`src/design/cb_status_pkg.sv`:
```
// Constants for the secondary status and bus number register block
`default_nettype none
package cb_status_pkg;
  // Configuration byte offsets
  localparam logic [7:0] OFF_STATUS    = 8'h16;
  localparam logic [7:0] OFF_PRIMARY   = 8'h18;
  localparam logic [7:0] OFF_SECONDARY = 8'h19;
  localparam logic [7:0] OFF_HIGHEST   = 8'h1A;
  // Dword indices holding them
  localparam logic [5:0] DW_STATUS     = OFF_STATUS[7:2];
  localparam logic [5:0] DW_BUSNUM     = OFF_PRIMARY[7:2];
  // Status field positions
  localparam int BIT_PARITY_DET   = 15;
  localparam int BIT_SERR_SEEN    = 14;
  localparam int BIT_MABORT_RCV   = 13;
  localparam int BIT_TABORT_RCV   = 12;
  localparam int BIT_TABORT_SIG   = 11;
  localparam int BIT_DECODE_HI    = 10;
  localparam int BIT_DECODE_LO    = 9;
  localparam int BIT_DPAR_REP     = 8;
  localparam int BIT_B2B_CAP      = 7;
  localparam int BIT_USER_FEAT    = 6;
  localparam int BIT_FAST_CLK     = 5;
  localparam logic [1:0]  SELECT_DECODE_TIMING = 2'h1;
  localparam logic [15:0] STATUS_RESET         = 16'h0200;
  localparam logic [15:0] CLEARABLE_MASK       = 16'hF900;
  localparam logic [7:0]  BUSNUM_RESET         = 8'h00;
  // Byte lanes within the dwords
  localparam int LANE_STATUS_LO = 2;
  localparam int LANE_STATUS_HI = 3;
  localparam int LANE_PRIMARY   = 0;
  localparam int LANE_SECONDARY = 1;
  localparam int LANE_HIGHEST   = 2;
  // Card clock limit
  localparam longint SYS_CLK_HZ   = 50_000_000;
  localparam longint CARD_CLK_MAX = 33_000_000;
  localparam int     CARD_HALF_CYC =
    int'((SYS_CLK_HZ + 2 * CARD_CLK_MAX - 1) / (2 * CARD_CLK_MAX));
  localparam logic [3:0] CARD_HALF_CNT = 4'(CARD_HALF_CYC - 1);
endpackage
`default_nettype wire

```
`src/design/cardbus_secondary_status_busnum.sv`:
```
// Secondary status, bus number registers and configuration forward decode
`default_nettype none
module cardbus_secondary_status_busnum (
  input  wire logic        i_clk,
  input  wire logic        i_rst_n,
  input  wire logic        i_global_reset_n,
  // Configuration access
  input  wire logic        i_cfg_wr,
  input  wire logic        i_cfg_rd,
  input  wire logic [5:0]  i_cfg_dword,
  input  wire logic [3:0]  i_cfg_be,
  input  wire logic [31:0] i_cfg_wdata,
  output logic [31:0]      o_cfg_rdata,
  output logic             o_cfg_rvalid,
  // Error events from secondary bus logic
  input  wire logic        i_addr_parity_err,
  input  wire logic        i_data_parity_err,
  input  wire logic        i_master_abort_rcvd,
  input  wire logic        i_target_abort_rcvd,
  input  wire logic        i_target_abort_sig,
  input  wire logic        i_bus_master_dphase,
  input  wire logic        i_parity_resp_en,
  // Card pins
  input  wire logic        i_card_serr_n,
  output logic             o_card_serr_out,
  output logic             o_card_serr_oe,
  input  wire logic        i_card_perr_n,
  output logic             o_card_clk,
  // Configuration cycle forward decode
  input  wire logic        i_fwd_req,
  input  wire logic        i_fwd_type1,
  input  wire logic [7:0]  i_fwd_bus,
  output logic             o_fwd_valid,
  output logic             o_fwd_as_type0,
  output logic             o_fwd_as_type1,
  output logic             o_fwd_none,
  output logic [15:0]      o_status
);
  import cb_status_pkg::*;

  // Pin synchronisers
  logic global_reset_n_s1_r;
  logic global_reset_n_s1_nxt;
  logic global_reset_n_s2_r;
  logic global_reset_n_s2_nxt;
  logic serr_s1_r;
  logic serr_s1_nxt;
  logic serr_s2_r;
  logic serr_s2_nxt;
  logic perr_s1_r;
  logic perr_s1_nxt;
  logic perr_s2_r;
  logic perr_s2_nxt;
  logic mstr_d1_r;
  logic mstr_d1_nxt;
  logic mstr_d2_r;
  logic mstr_d2_nxt;
  logic pen_d1_r;
  logic pen_d1_nxt;
  logic pen_d2_r;
  logic pen_d2_nxt;

  // Keep mastership aligned with the synchronised parity pin
  always_comb begin
    global_reset_n_s1_nxt = i_global_reset_n;
    global_reset_n_s2_nxt = global_reset_n_s1_r;
    serr_s1_nxt = i_card_serr_n;
    serr_s2_nxt = serr_s1_r;
    perr_s1_nxt = i_card_perr_n;
    perr_s2_nxt = perr_s1_r;
    mstr_d1_nxt = i_bus_master_dphase;
    mstr_d2_nxt = mstr_d1_r;
    pen_d1_nxt  = i_parity_resp_en;
    pen_d2_nxt  = pen_d1_r;
  end

  always_ff @(posedge i_clk) begin
    global_reset_n_s1_r <= global_reset_n_s1_nxt;
    global_reset_n_s2_r <= global_reset_n_s2_nxt;
    serr_s1_r <= serr_s1_nxt;
    serr_s2_r <= serr_s2_nxt;
    perr_s1_r <= perr_s1_nxt;
    perr_s2_r <= perr_s2_nxt;
    mstr_d1_r <= mstr_d1_nxt;
    mstr_d2_r <= mstr_d2_nxt;
    pen_d1_r  <= pen_d1_nxt;
    pen_d2_r  <= pen_d2_nxt;
  end

  logic global_rst;
  assign global_rst = ~global_reset_n_s2_r;

  // The card alone drives its error line
  assign o_card_serr_out = 1'b0;
  assign o_card_serr_oe  = 1'b0;

  // Access decode
  logic wr_status_hi;
  logic wr_busnum;
  assign wr_status_hi = i_cfg_wr && (i_cfg_dword == DW_STATUS) && i_cfg_be[LANE_STATUS_HI];
  assign wr_busnum    = i_cfg_wr && (i_cfg_dword == DW_BUSNUM);

  // Error flag group
  logic [15:0] flags_r;
  logic [15:0] flags_nxt;
  logic [15:0] set_vec;
  logic [15:0] clr_vec;

  always_comb begin
    set_vec = 16'h0000;
    set_vec[BIT_PARITY_DET] = i_addr_parity_err | i_data_parity_err;
    set_vec[BIT_SERR_SEEN]  = ~serr_s2_r;
    set_vec[BIT_MABORT_RCV] = i_master_abort_rcvd;
    set_vec[BIT_TABORT_RCV] = i_target_abort_rcvd;
    set_vec[BIT_TABORT_SIG] = i_target_abort_sig;
    set_vec[BIT_DPAR_REP]   = ~perr_s2_r & mstr_d2_r & pen_d2_r;
    clr_vec = 16'h0000;
    if (wr_status_hi) begin
      clr_vec[15:8] = i_cfg_wdata[31:24];
    end
    // A new event in the clearing cycle survives
    flags_nxt = ((flags_r & ~clr_vec) | set_vec) & CLEARABLE_MASK;
    if (global_rst) begin
      flags_nxt = 16'h0000;
    end
  end

  // Of the two resets only the global one touches these flags
  always_ff @(posedge i_clk) begin
    flags_r <= flags_nxt;
  end

  logic [15:0] status_view;
  always_comb begin
    status_view = flags_r & CLEARABLE_MASK;
    status_view[BIT_DECODE_HI:BIT_DECODE_LO] = SELECT_DECODE_TIMING;
    status_view[BIT_B2B_CAP]   = 1'b0;
    status_view[BIT_USER_FEAT] = 1'b0;
    status_view[BIT_FAST_CLK]  = 1'b0;
    status_view[4:0]           = 5'h00;
  end
  assign o_status = status_view;

  // Bus number group
  logic [7:0] primary_bus_index_r;
  logic [7:0] primary_bus_index_nxt;
  logic [7:0] secondary_bus_index_r;
  logic [7:0] secondary_bus_index_nxt;
  logic [7:0] highest_downstream_bus_index_r;
  logic [7:0] highest_downstream_bus_index_nxt;

  always_comb begin
    primary_bus_index_nxt            = primary_bus_index_r;
    secondary_bus_index_nxt          = secondary_bus_index_r;
    highest_downstream_bus_index_nxt = highest_downstream_bus_index_r;
    if (wr_busnum && i_cfg_be[LANE_PRIMARY]) begin
      primary_bus_index_nxt = i_cfg_wdata[7:0];
    end
    if (wr_busnum && i_cfg_be[LANE_SECONDARY]) begin
      secondary_bus_index_nxt = i_cfg_wdata[15:8];
    end
    if (wr_busnum && i_cfg_be[LANE_HIGHEST]) begin
      highest_downstream_bus_index_nxt = i_cfg_wdata[23:16];
    end
    // Global reset clears these as well as the local one
    if (!i_rst_n || global_rst) begin
      primary_bus_index_nxt            = BUSNUM_RESET;
      secondary_bus_index_nxt          = BUSNUM_RESET;
      highest_downstream_bus_index_nxt = BUSNUM_RESET;
    end
  end

  always_ff @(posedge i_clk) begin
    primary_bus_index_r            <= primary_bus_index_nxt;
    secondary_bus_index_r          <= secondary_bus_index_nxt;
    highest_downstream_bus_index_r <= highest_downstream_bus_index_nxt;
  end

  // Read answer group
  logic [31:0] rdata_r;
  logic [31:0] rdata_nxt;
  logic        rvalid_r;
  logic        rvalid_nxt;

  always_comb begin
    rdata_nxt  = rdata_r;
    rvalid_nxt = 1'b0;
    // A read that meets a write is dropped
    if (i_cfg_rd && !i_cfg_wr) begin
      rvalid_nxt = 1'b1;
      rdata_nxt  = 32'h0000_0000;
      unique case (i_cfg_dword)
        DW_STATUS: begin
          if (i_cfg_be[LANE_STATUS_LO]) begin
            rdata_nxt[23:16] = status_view[7:0];
          end
          if (i_cfg_be[LANE_STATUS_HI]) begin
            rdata_nxt[31:24] = status_view[15:8];
          end
        end
        DW_BUSNUM: begin
          if (i_cfg_be[LANE_PRIMARY]) begin
            rdata_nxt[7:0] = primary_bus_index_r;
          end
          if (i_cfg_be[LANE_SECONDARY]) begin
            rdata_nxt[15:8] = secondary_bus_index_r;
          end
          if (i_cfg_be[LANE_HIGHEST]) begin
            rdata_nxt[23:16] = highest_downstream_bus_index_r;
          end
        end
        default: begin
          rdata_nxt = 32'h0000_0000;
        end
      endcase
    end
    if (!i_rst_n) begin
      rdata_nxt  = 32'h0000_0000;
      rvalid_nxt = 1'b0;
    end
  end

  always_ff @(posedge i_clk) begin
    rdata_r  <= rdata_nxt;
    rvalid_r <= rvalid_nxt;
  end

  assign o_cfg_rdata  = rdata_r;
  assign o_cfg_rvalid = rvalid_r;

  // Configuration forward decode group
  logic fwd_valid_r;
  logic fwd_valid_nxt;
  logic fwd_t0_r;
  logic fwd_t0_nxt;
  logic fwd_t1_r;
  logic fwd_t1_nxt;
  logic fwd_none_r;
  logic fwd_none_nxt;
  logic hit_secondary;
  logic hit_below;
  logic own_bus;
  // Our own bus number is never forwarded

  always_comb begin
    own_bus       = (i_fwd_bus == primary_bus_index_r);
    hit_secondary = (i_fwd_bus == secondary_bus_index_r);
    hit_below     = (i_fwd_bus > secondary_bus_index_r) &&
                    (i_fwd_bus <= highest_downstream_bus_index_r);
    fwd_valid_nxt = 1'b0;
    fwd_t0_nxt    = 1'b0;
    fwd_t1_nxt    = 1'b0;
    fwd_none_nxt  = 1'b0;
    if (i_fwd_req) begin
      fwd_valid_nxt = 1'b1;
      if (i_fwd_type1 && !own_bus && hit_secondary) begin
        fwd_t0_nxt = 1'b1;
      end else if (i_fwd_type1 && !own_bus && hit_below) begin
        fwd_t1_nxt = 1'b1;
      end else begin
        fwd_none_nxt = 1'b1;
      end
    end
    if (!i_rst_n) begin
      fwd_valid_nxt = 1'b0;
      fwd_t0_nxt    = 1'b0;
      fwd_t1_nxt    = 1'b0;
      fwd_none_nxt  = 1'b0;
    end
  end

  always_ff @(posedge i_clk) begin
    fwd_valid_r <= fwd_valid_nxt;
    fwd_t0_r    <= fwd_t0_nxt;
    fwd_t1_r    <= fwd_t1_nxt;
    fwd_none_r  <= fwd_none_nxt;
  end

  assign o_fwd_valid    = fwd_valid_r;
  assign o_fwd_as_type0 = fwd_t0_r;
  assign o_fwd_as_type1 = fwd_t1_r;
  assign o_fwd_none     = fwd_none_r;

  // Card clock divider, half period rounded up to stay under the limit
  logic [3:0] cclk_cnt_r;
  logic [3:0] cclk_cnt_nxt;
  logic       cclk_half_en;
  logic       cclk_r;
  logic       cclk_nxt;

  always_comb begin
    cclk_cnt_nxt = cclk_cnt_r - 4'h1;
    cclk_half_en = 1'b0;
    if (cclk_cnt_r == 4'h0) begin
      cclk_cnt_nxt = CARD_HALF_CNT;
      cclk_half_en = 1'b1;
    end
    if (!i_rst_n) begin
      cclk_cnt_nxt = CARD_HALF_CNT;
      cclk_half_en = 1'b0;
    end
  end

  always_ff @(posedge i_clk) begin
    cclk_cnt_r <= cclk_cnt_nxt;
  end

  // Pin level flips once per enable pulse
  always_comb begin
    cclk_nxt = cclk_r;
    if (cclk_half_en) begin
      cclk_nxt = ~cclk_r;
    end
    if (!i_rst_n) begin
      cclk_nxt = 1'b0;
    end
  end

  always_ff @(posedge i_clk) begin
    cclk_r <= cclk_nxt;
  end

  assign o_card_clk = cclk_r;

endmodule // cardbus_secondary_status_busnum
`default_nettype wire

```
`config.mk`:
```
export PLATFORM = sky130hd
export DESIGN_NAME = cardbus_secondary_status_busnum
export DESIGN_NICKNAME = d
export VERILOG_FILES = /design/src/design/cb_status_pkg.sv /design/src/design/cardbus_secondary_status_busnum.sv
export SDC_FILE = /design/constraint.sdc
export NUM_CORES = 1
export LEC_CHECK = 0
export BUFFER_PORTS_ARGS = -buffer_cell sky130_fd_sc_hd__buf_2
export CAP_MARGIN = 10
export CORE_UTILIZATION = 35
export DETAILED_ROUTE_END_ITERATION = 10
export GPL_ROUTABILITY_DRIVEN = 0
export PLACE_DENSITY = 0.59
export SLEW_MARGIN = 15
export SYNTH_ARGS = -nofsm -noshare
export SYNTH_HDL_FRONTEND = slang
export SYNTH_SLANG_ARGS = --single-unit
```
`constraint.sdc`:
```
create_clock -name i_clk -period 5.5 [get_ports i_clk]
set_input_delay 0.825 -clock i_clk [delete_from_list [all_inputs] [get_ports i_clk]]
set_output_delay 0.825 -clock i_clk [all_outputs]
set_load 0.05 [all_outputs]
```
==> impl_results.md, run 1 <==
* Vias in the first global route at roughly 2800
* Post-CTS resize count at 0
* R2r startpoint: highest_downstream_bus_index_r[2]$_SDFFE_PP0P_
* RSZ-0062 raised after global routing: false
* Vias per cell at 4.77
* Endpoints failing setup at 0
* #FFs+latches synth at 81
* Min-Delay Path Class: flop to flop
* Initial antenna violation count at 0
* Row count at 35
* Sequential fraction of the synthesis area at 48.7%
* Die Y at 99.6 um
* Synth Cell Area at 3330 um2
* Fraction of final layout cells sized beyond drive strength 1 at 27.8%
* TNS Setup at 0 ns
* Slew HR at 28.4%
* Compound-Gate Fraction of Synth Area at 14.7%
* Gate Count Post-Synth at roughly 370
* Synth Warn # at 0
* Num CTS Buffers at 9
* CTS Buffer Depth at 2
* Post-Route WL at 8090 um
* Status: finished, final reports clean
* Synth Area in XOR/XNOR at approximately 2.4%
* DIE AREA at 9910 um2
* Synth cell types at 40
* FF-to-FF path depth at 7
* Clock Skew at 0.00949 ns
* HPWL after DPL at 6110 um
* N_diodes at 0
* # Post-CTS Setup Buffers at 0
* Hold depth at 0
* Crit Path Category: input pin to flop
* DRT iter0 DRCs at 95
* CP Launch Type: input pin
* Die Width at between 90 and 100 um
* Worst-path clk slew at 0.08 ns
* Hold-fix buffers, CTS at 0
* Worst EP required at 5.76 ns
* Highest clock rate at 0.430 GHz
* Leakage at 1.71 nW
* WL/cell at about 13 um
* H-tree levels at 3
* Initial Utilization at 36.0%
* Main combinational cell family by area after synthesis: simple AND/OR/NAND/NOR gates
* Num Clock Sinks at 81
* Total GRT Usage at 17.2%
* Ys async rst share at 0%
* Post-synth top flop: dfxtp_1
* Avg Inst Size Synth at 9.03 um2
* HP Start: mstr_d1_r$_DFF_P_
* CTS tree: yes
* Mux cell area share after synthesis at 0.338%
* Insertion delay to the later sink of the worst-skew pair at 0.34 ns
* Pre-Repair DR Iteration Count at 4
* Crit. End Element: flop
* First-pass GRT wire length at about 13000 um
* Ports at 122
* Root Driver: clkbuf_8
* EDFF count, synth at 0
* Max Cap Viol at 0
* Least-Margin Pin Slew at 1.07 ns
* GRT overflow at 0
* Minimum clock period at 2.33 ns
* Core area at 9240 um2
* Final net count at 552
* IO buf count at roughly 110
* Pin count of the biggest net entering global routing at 36
* CP Max Fanout at 8
* Vias at 2874
* Post-synthesis adder-cell area fraction at 6.39%
* Peak VDD IR at 0.129 mV
* Final Power at 1.25 mW
* FILL cells at 964
* Synth Area in Simple Gates at 19.7%
* Area delta synth->final at 23.4%
* Slew Limit Fails at 0
* Setup crit start: i_cfg_dword[3]
* Residual DRC at 0
* Remaining antenna violation count at 0
* CP arrival at roughly 2.6 ns
* Hold Vio Cnt, Final at 0
* Final period util at a little over two fifths
* Power Density at 305 nW/um2
-- critical path: stages --
cell and delay (ns):
buf_2 0.09, or4b_4 0.59, nor4b_2 0.46, and2_1 0.39, a22oi_1 0.11, nor2_1 0.11
-- final timing paths --
path,end,slack [ns]
setup / recovery,o_cfg_rdata[3]$_SDFFE_PN0P_,3.17
hold / removal,mstr_d2_r$_DFF_P_,0.33
setup reg to reg,o_fwd_none$_SDFF_PP0_,3.75
hold reg to reg,mstr_d2_r$_DFF_P_,0.33
-- layout by cell type, fill, tap and decap left out, types with 2 or more instances in the layout --
cell type and count:
inv_1 19, and2_1 4, nand4_1 6, buf_4 2
nand2_1 41, clkinv_4 2, dfxtp_1 81, clkbuf_8 10
nor2_1 40, buf_2 106, a21oi_1 35, nand3_1 25
ha_1 17, conb_1 13, nor2b_1 5, a22oi_1 30
xnor2_1 8, nor3_1 2, inv_6 3, a21boi_0 3
-- where the power goes --
group	internal [mW]	leakage, nW	total (mW)	switching [mW]
clock network	0.229	0.108	0.454	0.225
logic	0.0599	0.947	0.176	0.117
registers	0.609	0.659	0.622	0.0131
total	0.898	1.71	1.25	0.355
-- cells by family (layout without fill, tap and decap cells) --
family,Yosys count,in the layout
compound gates,76,76
xor+xnor,9,9
fa+ha+maj,17,17
buf+inv,50,144
flops,81,81
mux,1,1
other cells,2,13
simple gates,133,133
-- area by class of cell --
class	instances	area, um2	area share (%)
inverters	20	75.1	1.83
flip-flops and latches	81	1620	39.5
well taps	129	161	3.93
clock buffers	10	138	3.35
clock inverters	6	73.8	1.80
multi-input cells	249	1500	36.4
repair buffers	108	546	13.3
-- flip-flops by register name (all words and copies together), names as in the netlist, 4 cells and up --
register / flops
flags_r: 6
secondary_bus_index_r: 8
highest_downstream_bus_index_r: 8
cclk_cnt_r: 4
o_cfg_rdata: 31
primary_bus_index_r: 8
-- synth_stat cells (4+ instances only) --
cell	number	share of area, %
nand4_1	6	1.1
clkbuf_1	12	1.4
nor2_1	40	4.5
xnor2_1	8	2.1
buf_4	13	2.9
dfxtp_1	81	49
nand2_1	41	4.6
nor2b_1	5	0.94
inv_1	19	2.1
nand3_1	25	3.8
ha_1	17	6.4
a22oi_1	30	6.8
a21oi_1	35	5.3
and2_1	4	0.75
-- per-layer routing --
layer	track usage, %	wire (um)	vias to the layer above
met3	3.44	309	10
met2	29.4	4100	79
met4	6.67	128	0
li1	-	-	1442
met1	21.4	3560	1343
met5	0	0	-
-- through the flow --
| stage | hold WS [ns] | area (um2) | instances | util (%) | setup slack, ns |
|---|---|---|---|---|---|
| floorplan | 0.310 | 3370 | 380 | - | 3.14 |
| global placement | 0.310 | 3900 | 587 | 42.2 | 2.85 |
| detailed placement | 0.315 | 3900 | 587 | 42.2 | 2.82 |
| CTS | 0.337 | 4110 | 603 | 44.5 | 3.19 |
| global route | 0.345 | 4110 | 603 | 44.5 | 3.05 |
| finish | 0.332 | 4110 | 603 | 44.5 | 3.17 |
Power figures use the tool's default switching activity.
==> run 2: changes to the inputs <==
--- a/config.mk
+++ b/config.mk
@@ -10,7 +10,7 @@
 export CORE_UTILIZATION = 35
 export DETAILED_ROUTE_END_ITERATION = 10
 export GPL_ROUTABILITY_DRIVEN = 0
-export PLACE_DENSITY = 0.59
+export PLACE_DENSITY = 0.61
 export SLEW_MARGIN = 15
 export SYNTH_ARGS = -nofsm -noshare
 export SYNTH_HDL_FRONTEND = slang
==> constraint.sdc (replaced) <==
create_clock -name i_clk -period 2.05 [get_ports i_clk]
set_input_delay 0.3075 -clock i_clk [delete_from_list [all_inputs] [get_ports i_clk]]
set_output_delay 0.3075 -clock i_clk [all_outputs]
set_load 0.05 [all_outputs]
==> impl_results.md, run 2 (synthesis gave the netlist of run 1 again) <==
* WL/cell at 13.3 um (was 13.4 um)
* CTS tree: yes (unchanged)
* Slew Limit Fails at 0 (unchanged)
* Total GRT Usage at 16.9% (was 17.2%)
* IO buf count at 106 (unchanged)
* CP Max Fanout at 3 (was 8)
* CP arrival at 2.01 ns (was 2.58 ns)
* Ports at 122 (unchanged)
* # Post-CTS Setup Buffers at 0 (unchanged)
* HPWL after DPL at 6180 um (was 6110 um)
* Peak VDD IR at 0.386 mV (was 0.129 mV)
* Insertion delay to the later sink of the worst-skew pair at 0.35 ns (was 0.34 ns)
* Num CTS Buffers at 9 (unchanged)
* Die Width at 99.6 um (unchanged)
* Vias in the first global route at 2764 (was 2777)
* Initial antenna violation count at 0 (unchanged)
* Core area at 9240 um2 (unchanged)
* CTS Buffer Depth at 2 (unchanged)
* Highest clock rate at 0.566 GHz
* Die Y at 99.6 um (unchanged)
* Post-Route WL at 8110 um (was 8090 um)
* Pre-Repair DR Iteration Count at 4 (unchanged)
* Vias at 2930 (was 2874)
* Remaining antenna violation count at 0 (unchanged)
* Root Driver: clkbuf_8 (unchanged)
* Leakage at 1.74 nW (was 1.71 nW)
* DRT iter0 DRCs at 123 (was 95)
* Vias per cell at 4.82 (was 4.77)
* Final net count at 557 (was 552)
* Num Clock Sinks at 81 (unchanged)
* Final Power at 3.34 mW (was 1.25 mW)
* Worst-path clk slew at 0.08 ns (about the same)
* Status: finished, final reports clean (unchanged)
* Minimum clock period at 1.77 ns
* Residual DRC at 0 (unchanged)
* Area delta synth->final at 24.8% (was 23.4%)
* FILL cells at 938 (was 964)
* GRT overflow at 0 (unchanged)
* Most common cell after layout, fill and taps aside: buf_2 (unchanged)
* Pin count of the biggest net entering global routing at 34 (was 36)
* DIE AREA at 9910 um2 (unchanged)
* TNS Setup at 0 ns (unchanged)
* Power Density at 803 nW/um2 (was 305 nW/um2)
* Initial Utilization at 36.0% (unchanged)
* Row count at 35 (unchanged)
* FF-to-FF path depth at 7 (unchanged)
* Hold Vio Cnt, Final at 0 (unchanged)
* CP Launch Type: flop (was input pin)
* Crit Path Category: flop to flop (was input pin to flop)
* RSZ-0062 raised after global routing: false (unchanged)
* Worst EP required at 2.29 ns (was 5.76 ns)
* H-tree levels at 3 (unchanged)
* Most frequent cells in the layout: buf_2 (106), dfxtp_1 (81), nand2_1 (41) (unchanged)
* Hold depth at 1 (was 0)
* Post-CTS resize count at 0 (unchanged)
* Largest register FFs at 31 (unchanged)
* Endpoints failing setup at 0 (unchanged)
* Hold-fix buffers, CTS at 0 (unchanged)
* First-pass GRT wire length at 13100 um (was 13300 um)
* Fraction of final layout cells sized beyond drive strength 1 at 28.4% (was 27.8%)
* Max Cap Viol at 0 (unchanged)
* N_diodes at 0 (unchanged)
* Min-Delay Path Class: input pin to flop (was flop to flop)
* Crit. End Element: flop (unchanged)
* Clock Skew at 0.00887 ns (was 0.00949 ns)
* Final period util at 86.2%
run 2: changes by cell type in the layout (fill, tap and decap cells not counted):
cell,before,now
inv_6,3,0
clkbuf_1,0,1
buf_4,2,6
clkinv_2,0,1
buf_12,0,1
clkbuf_8,10,11
clkinvlp_4,0,1
clkinv_4,2,1
run 2: worst max-delay path, stage by stage (launching register included):
cell	delay [ns]
dfxtp_1	0.36
inv_1	0.06
ha_1	0.30
and4b_1	0.21
a211oi_1	0.22
o221a_2	0.22
o32ai_1	0.10
a22o_1	0.19
run 2: stage by stage:
stage | cells | hold WS [ns] | cell area, um2 | utilization, % | setup slack [ns]
finish | 608 | 0.0560 | 4160 | 45.0 | 0.282
global route | 608 | 0.0336 | 4160 | 45.0 | 0.172
CTS | 608 | 0.0450 | 4160 | 45.0 | 0.268
detailed placement | 592 | 0.312 | 3950 | 42.7 | 0.0196
global placement | 592 | 0.310 | 3950 | 42.7 | 0.0314
floorplan | 380 | 0.310 | 3370 | - | 0.210
run 2: where the power goes:
| group | total [mW] | switching, mW | leakage, nW | internal, mW |
|---|---|---|---|---|
| sequential | 1.67 | 0.0379 | 0.659 | 1.63 |
| combinational | 0.477 | 0.313 | 0.976 | 0.163 |
| clock | 1.19 | 0.560 | 0.103 | 0.630 |
| total | 3.34 | 0.911 | 1.74 | 2.43 |
run 2: cell type report:
type	instances	area [um2]	share of cell area (%)
Sequential cell	81	1620	39.0
Tap cell	129	161	3.88
Clock inverter	4	51.3	1.23
Multi-Input combinational cell	249	1500	36.0
Clock buffer	12	155	3.73
Timing Repair Buffer	113	596	14.3
Inverter	20	75.1	1.81
run 2: routing by layer:
layer / GRT usage (%) / vias to the layer above / share of wire [%]
met3: 3.44 / 7 / 5.0
met4: 6.67 / 0 / 1.0
met2: 27.7 / 82 / 48
met1: 21.8 / 1389 / 46
li1: - / 1452 / -
met5: 0 / - / 0
run 2: path summary, 6_finish.rpt:
kind / startpoint / end / slack [ns]
max: highest_downstream_bus_index_r[2]$_SDFFE_PP0P_ / o_fwd_none$_SDFF_PP0_ / 0.28
min reg2reg: mstr_d1_r$_DFF_P_ / mstr_d2_r$_DFF_P_ / 0.33
min: i_global_reset_n / global_reset_n_s1_r$_DFF_P_ / 0.06
max reg2reg: highest_downstream_bus_index_r[2]$_SDFFE_PP0P_ / o_fwd_none$_SDFF_PP0_ / 0.28
==> run 3: changes to the inputs <==
--- a/config.mk
+++ b/config.mk
@@ -10,6 +10,7 @@
 export CORE_UTILIZATION = 35
 export DETAILED_ROUTE_END_ITERATION = 10
 export GPL_ROUTABILITY_DRIVEN = 0
+export GPL_TIMING_DRIVEN = 0
 export PLACE_DENSITY = 0.61
 export SLEW_MARGIN = 15
 export SYNTH_ARGS = -nofsm -noshare
==> constraint.sdc (replaced) <==
create_clock -name i_clk -period 2.05 [get_ports i_clk]
set_input_delay 0.3075 -clock i_clk [delete_from_list [all_inputs] [get_ports i_clk]]
set_output_delay 0.3075 -clock i_clk [all_outputs]
set_load 0.1 [all_outputs]
==> impl_results.md, run 3 (synthesis gave the netlist of run 1 again) <==
* GRT overflow at 0 (unchanged)
* Vias in the first global route at 2728 (was 2764)
* Hold Path Sink: global_reset_n_s1_r$_DFF_P_ (unchanged)
* H-tree levels at 3 (unchanged)
* RSZ-0062 raised after global routing: false (unchanged)
* Insertion delay to the later sink of the worst-skew pair at 0.36 ns (was 0.35 ns)
* Fin area at 4320 um2 (was 4160 um2)
* Die Y at 99.6 um (unchanged)
* Fraction of final layout cells sized beyond drive strength 1 at 29.6% (was 28.4%)
* Initial antenna violation count at 1 (was 0)
* Crit. End Element: flop (unchanged)
* CTS tree: yes (unchanged)
* HPWL after DPL at 6540 um (was 6180 um)
* Post-CTS resize count at 0 (unchanged)
* Final net count at 581 (was 557)
* IO buf count at 103 (was 106)
* CP Max Fanout at 3 (unchanged)
* Hold-fix buffers, CTS at 0 (unchanged)
* Vias per cell at 4.64 (was 4.82)
* Slew HR at around 55%
* Remaining antenna violation count at 0 (unchanged)
* First-pass GRT wire length at 13300 um (was 13100 um)
* Min-Delay Path Class: input pin to flop (unchanged)
* Num CTS Buffers at 9 (unchanged)
* CP Launch Type: flop (unchanged)
* Num Clock Sinks at 81 (unchanged)
* Endpoints failing setup at 0 (unchanged)
* DIE AREA at 9910 um2 (unchanged)
* Worst EP required at 2.31 ns (was 2.29 ns)
* Worst r2r dst: o_fwd_none$_SDFF_PP0_ (unchanged)
* Residual DRC at 0 (unchanged)
* Max Cap Viol at 0 (unchanged)
* Root Driver: clkbuf_8 (unchanged)
* Ports at 122 (unchanged)
* Most common cell after layout, fill and taps aside: buf_2 (unchanged)
* Reg power frac at 45.1% (was 50.1%)
* Minimum clock period at 1.80 ns (was 1.77 ns)
* HP Start: i_global_reset_n (unchanged)
* Vias at 2934 (was 2930)
* Largest register FFs at 31 (unchanged)
* CP arrival at 2.05 ns (was 2.01 ns)
* WL/cell at 13.4 um (was 13.3 um)
* Crit Path Category: flop to flop (unchanged)
* Hold depth at 1 (unchanged)
* Reg2reg setup slack at 0.25 ns (was 0.28 ns)
* FILL cells at 910 (was 938)
* Power Density at 857 nW/um2 (was 803 nW/um2)
* Worst-path clk slew at 0.08 ns (about the same)
* Pre-Repair DR Iteration Count at 4 (unchanged)
* Total GRT Usage at 17.6% (was 16.9%)
* Leakage at 1.84 nW (was 1.74 nW)
* Clock group share of total power at 37.9% (was 35.6%)
* Die Width at 99.6 um (unchanged)
* Core area at 9240 um2 (unchanged)
* Final Power at 3.71 mW (was 3.34 mW)
* Pin count of the biggest net entering global routing at 15 (was 34)
* DRT iter0 DRCs at 120 (was 123)
* FF-to-FF path depth at 7 (unchanged)
* Peak VDD IR at 0.417 mV (was 0.386 mV)
* Area delta synth->final at 29.8% (was 24.8%)
* Initial Utilization at 36.0% (unchanged)
* Slew Limit Fails at 0 (unchanged)
* CTS Buffer Depth at 2 (unchanged)
* # Post-CTS Setup Buffers at 0 (unchanged)
* Post-Route WL at 8470 um (was 8110 um)
* Most frequent cells in the layout: buf_2 (106), dfxtp_1 (81), nand2_1 (41) (unchanged)
* Hold Vio Cnt, Final at 0 (unchanged)
* Switching share of power at 29.3% (was 27.3%)
* Highest clock rate at 0.556 GHz (was 0.566 GHz)
* Logic pwr share at 17.0% (was 14.3%)
* Final period util at 87.7% (was 86.2%)
* Pint at 2.62 mW (was 2.43 mW)
* Clock Skew at 0.00684 ns (was 0.00887 ns)
* Net Sw Power at 1.08 mW (was 911 uW)
* Setup crit start: highest_downstream_bus_index_r[2]$_SDFFE_PP0P_ (unchanged)
* Row count at 35 (unchanged)
* R2r startpoint: highest_downstream_bus_index_r[2]$_SDFFE_PP0P_ (unchanged)
* Status: finished, final reports clean (unchanged)
* Dpl cell area at 4050 um2 (was 3950 um2)
* Least-Margin Pin Slew at 0.674 ns
[run 3: cell count changes in the layout (fill, tap and decap cells not counted)]
cell,delta
buf_12,-1
buf_4,+11
buf_6,+2
bufinv_16,+2
clkbuf_1,+11
clkbuf_8,-2
clkinvlp_4,+1
diode_2,+1
[run 3: how the worst max path moves through the flow]
stage | endpoint | slack [ns] | cells after the start
finish | o_fwd_none$_SDFF_PP0_ | 0.25 | 7
global route | o_fwd_none$_SDFF_PP0_ | 0.13 | 7
CTS | secondary_bus_index_r[6]$_SDFFE_PP0P_ | 0.06 | 6
detailed placement | secondary_bus_index_r[6]$_SDFFE_PP0P_ | -0.33 | 6
global placement | secondary_bus_index_r[2]$_SDFFE_PP0P_ | -0.26 | 6
floorplan | highest_downstream_bus_index_r[0]$_SDFFE_PP0P_ | 0.21 | 5
[run 3: critical path: stages (launching register included)]
cell and delay [ns]:
dfxtp_1 0.37, inv_1 0.06, ha_1 0.30, and4b_1 0.21
a211oi_1 0.24, o221a_2 0.23, o32ai_1 0.10, a22o_1 0.19
[run 3: through the flow]
step           TNS (ns)  hold slack (ns)  setup WS (ns)  std cells  utilization, %
2_1_floorplan         0            0.310          0.210        380               -
3_3_place_gp      -5.90            0.311         -0.263        612            43.8
3_5_place_dp      -6.83            0.312         -0.327        612            43.8
4_1_cts               0           0.0297         0.0588        628            46.4
5_1_grt               0           0.0193          0.134        633            46.8
6_report              0           0.0458          0.251        633            46.8
[run 3: metal layers]
metal	GRT usage (%)	routed length (um)	up-vias
met2	28.8	4000	87
met1	21.8	3860	1337
met5	0	0	-
met4	6.33	154	0
li1	-	-	1498
met3	5.34	463	12
[run 3: power groups by stage]
stage / clock, mW / sequential [mW] / combinational [mW]
final: 1.40 / 1.67 / 0.631
after global routing: 1.51 / 1.68 / 0.680
after CTS: 1.43 / 1.67 / 0.632
after detailed placement: 0 / 1.71 / 0.626
after global placement: 0 / 1.71 / 0.614
after floorplan: 0 / 1.85 / 0.338
[run 3: area by class of cell]
class / instances / area, um2 / area share (%)
multi-input combinational: 249 / 1500 / 34.6
clock inverter: 7 / 119 / 2.75
antenna: 1 / 2.50 / 0.0579
clock buffer: 9 / 124 / 2.86
sequential: 81 / 1620 / 37.5
timing repair buffer: 107 / 546 / 12.6
buffer: 30 / 180 / 4.17
tap: 129 / 161 / 3.73
inverter: 20 / 75.1 / 1.74
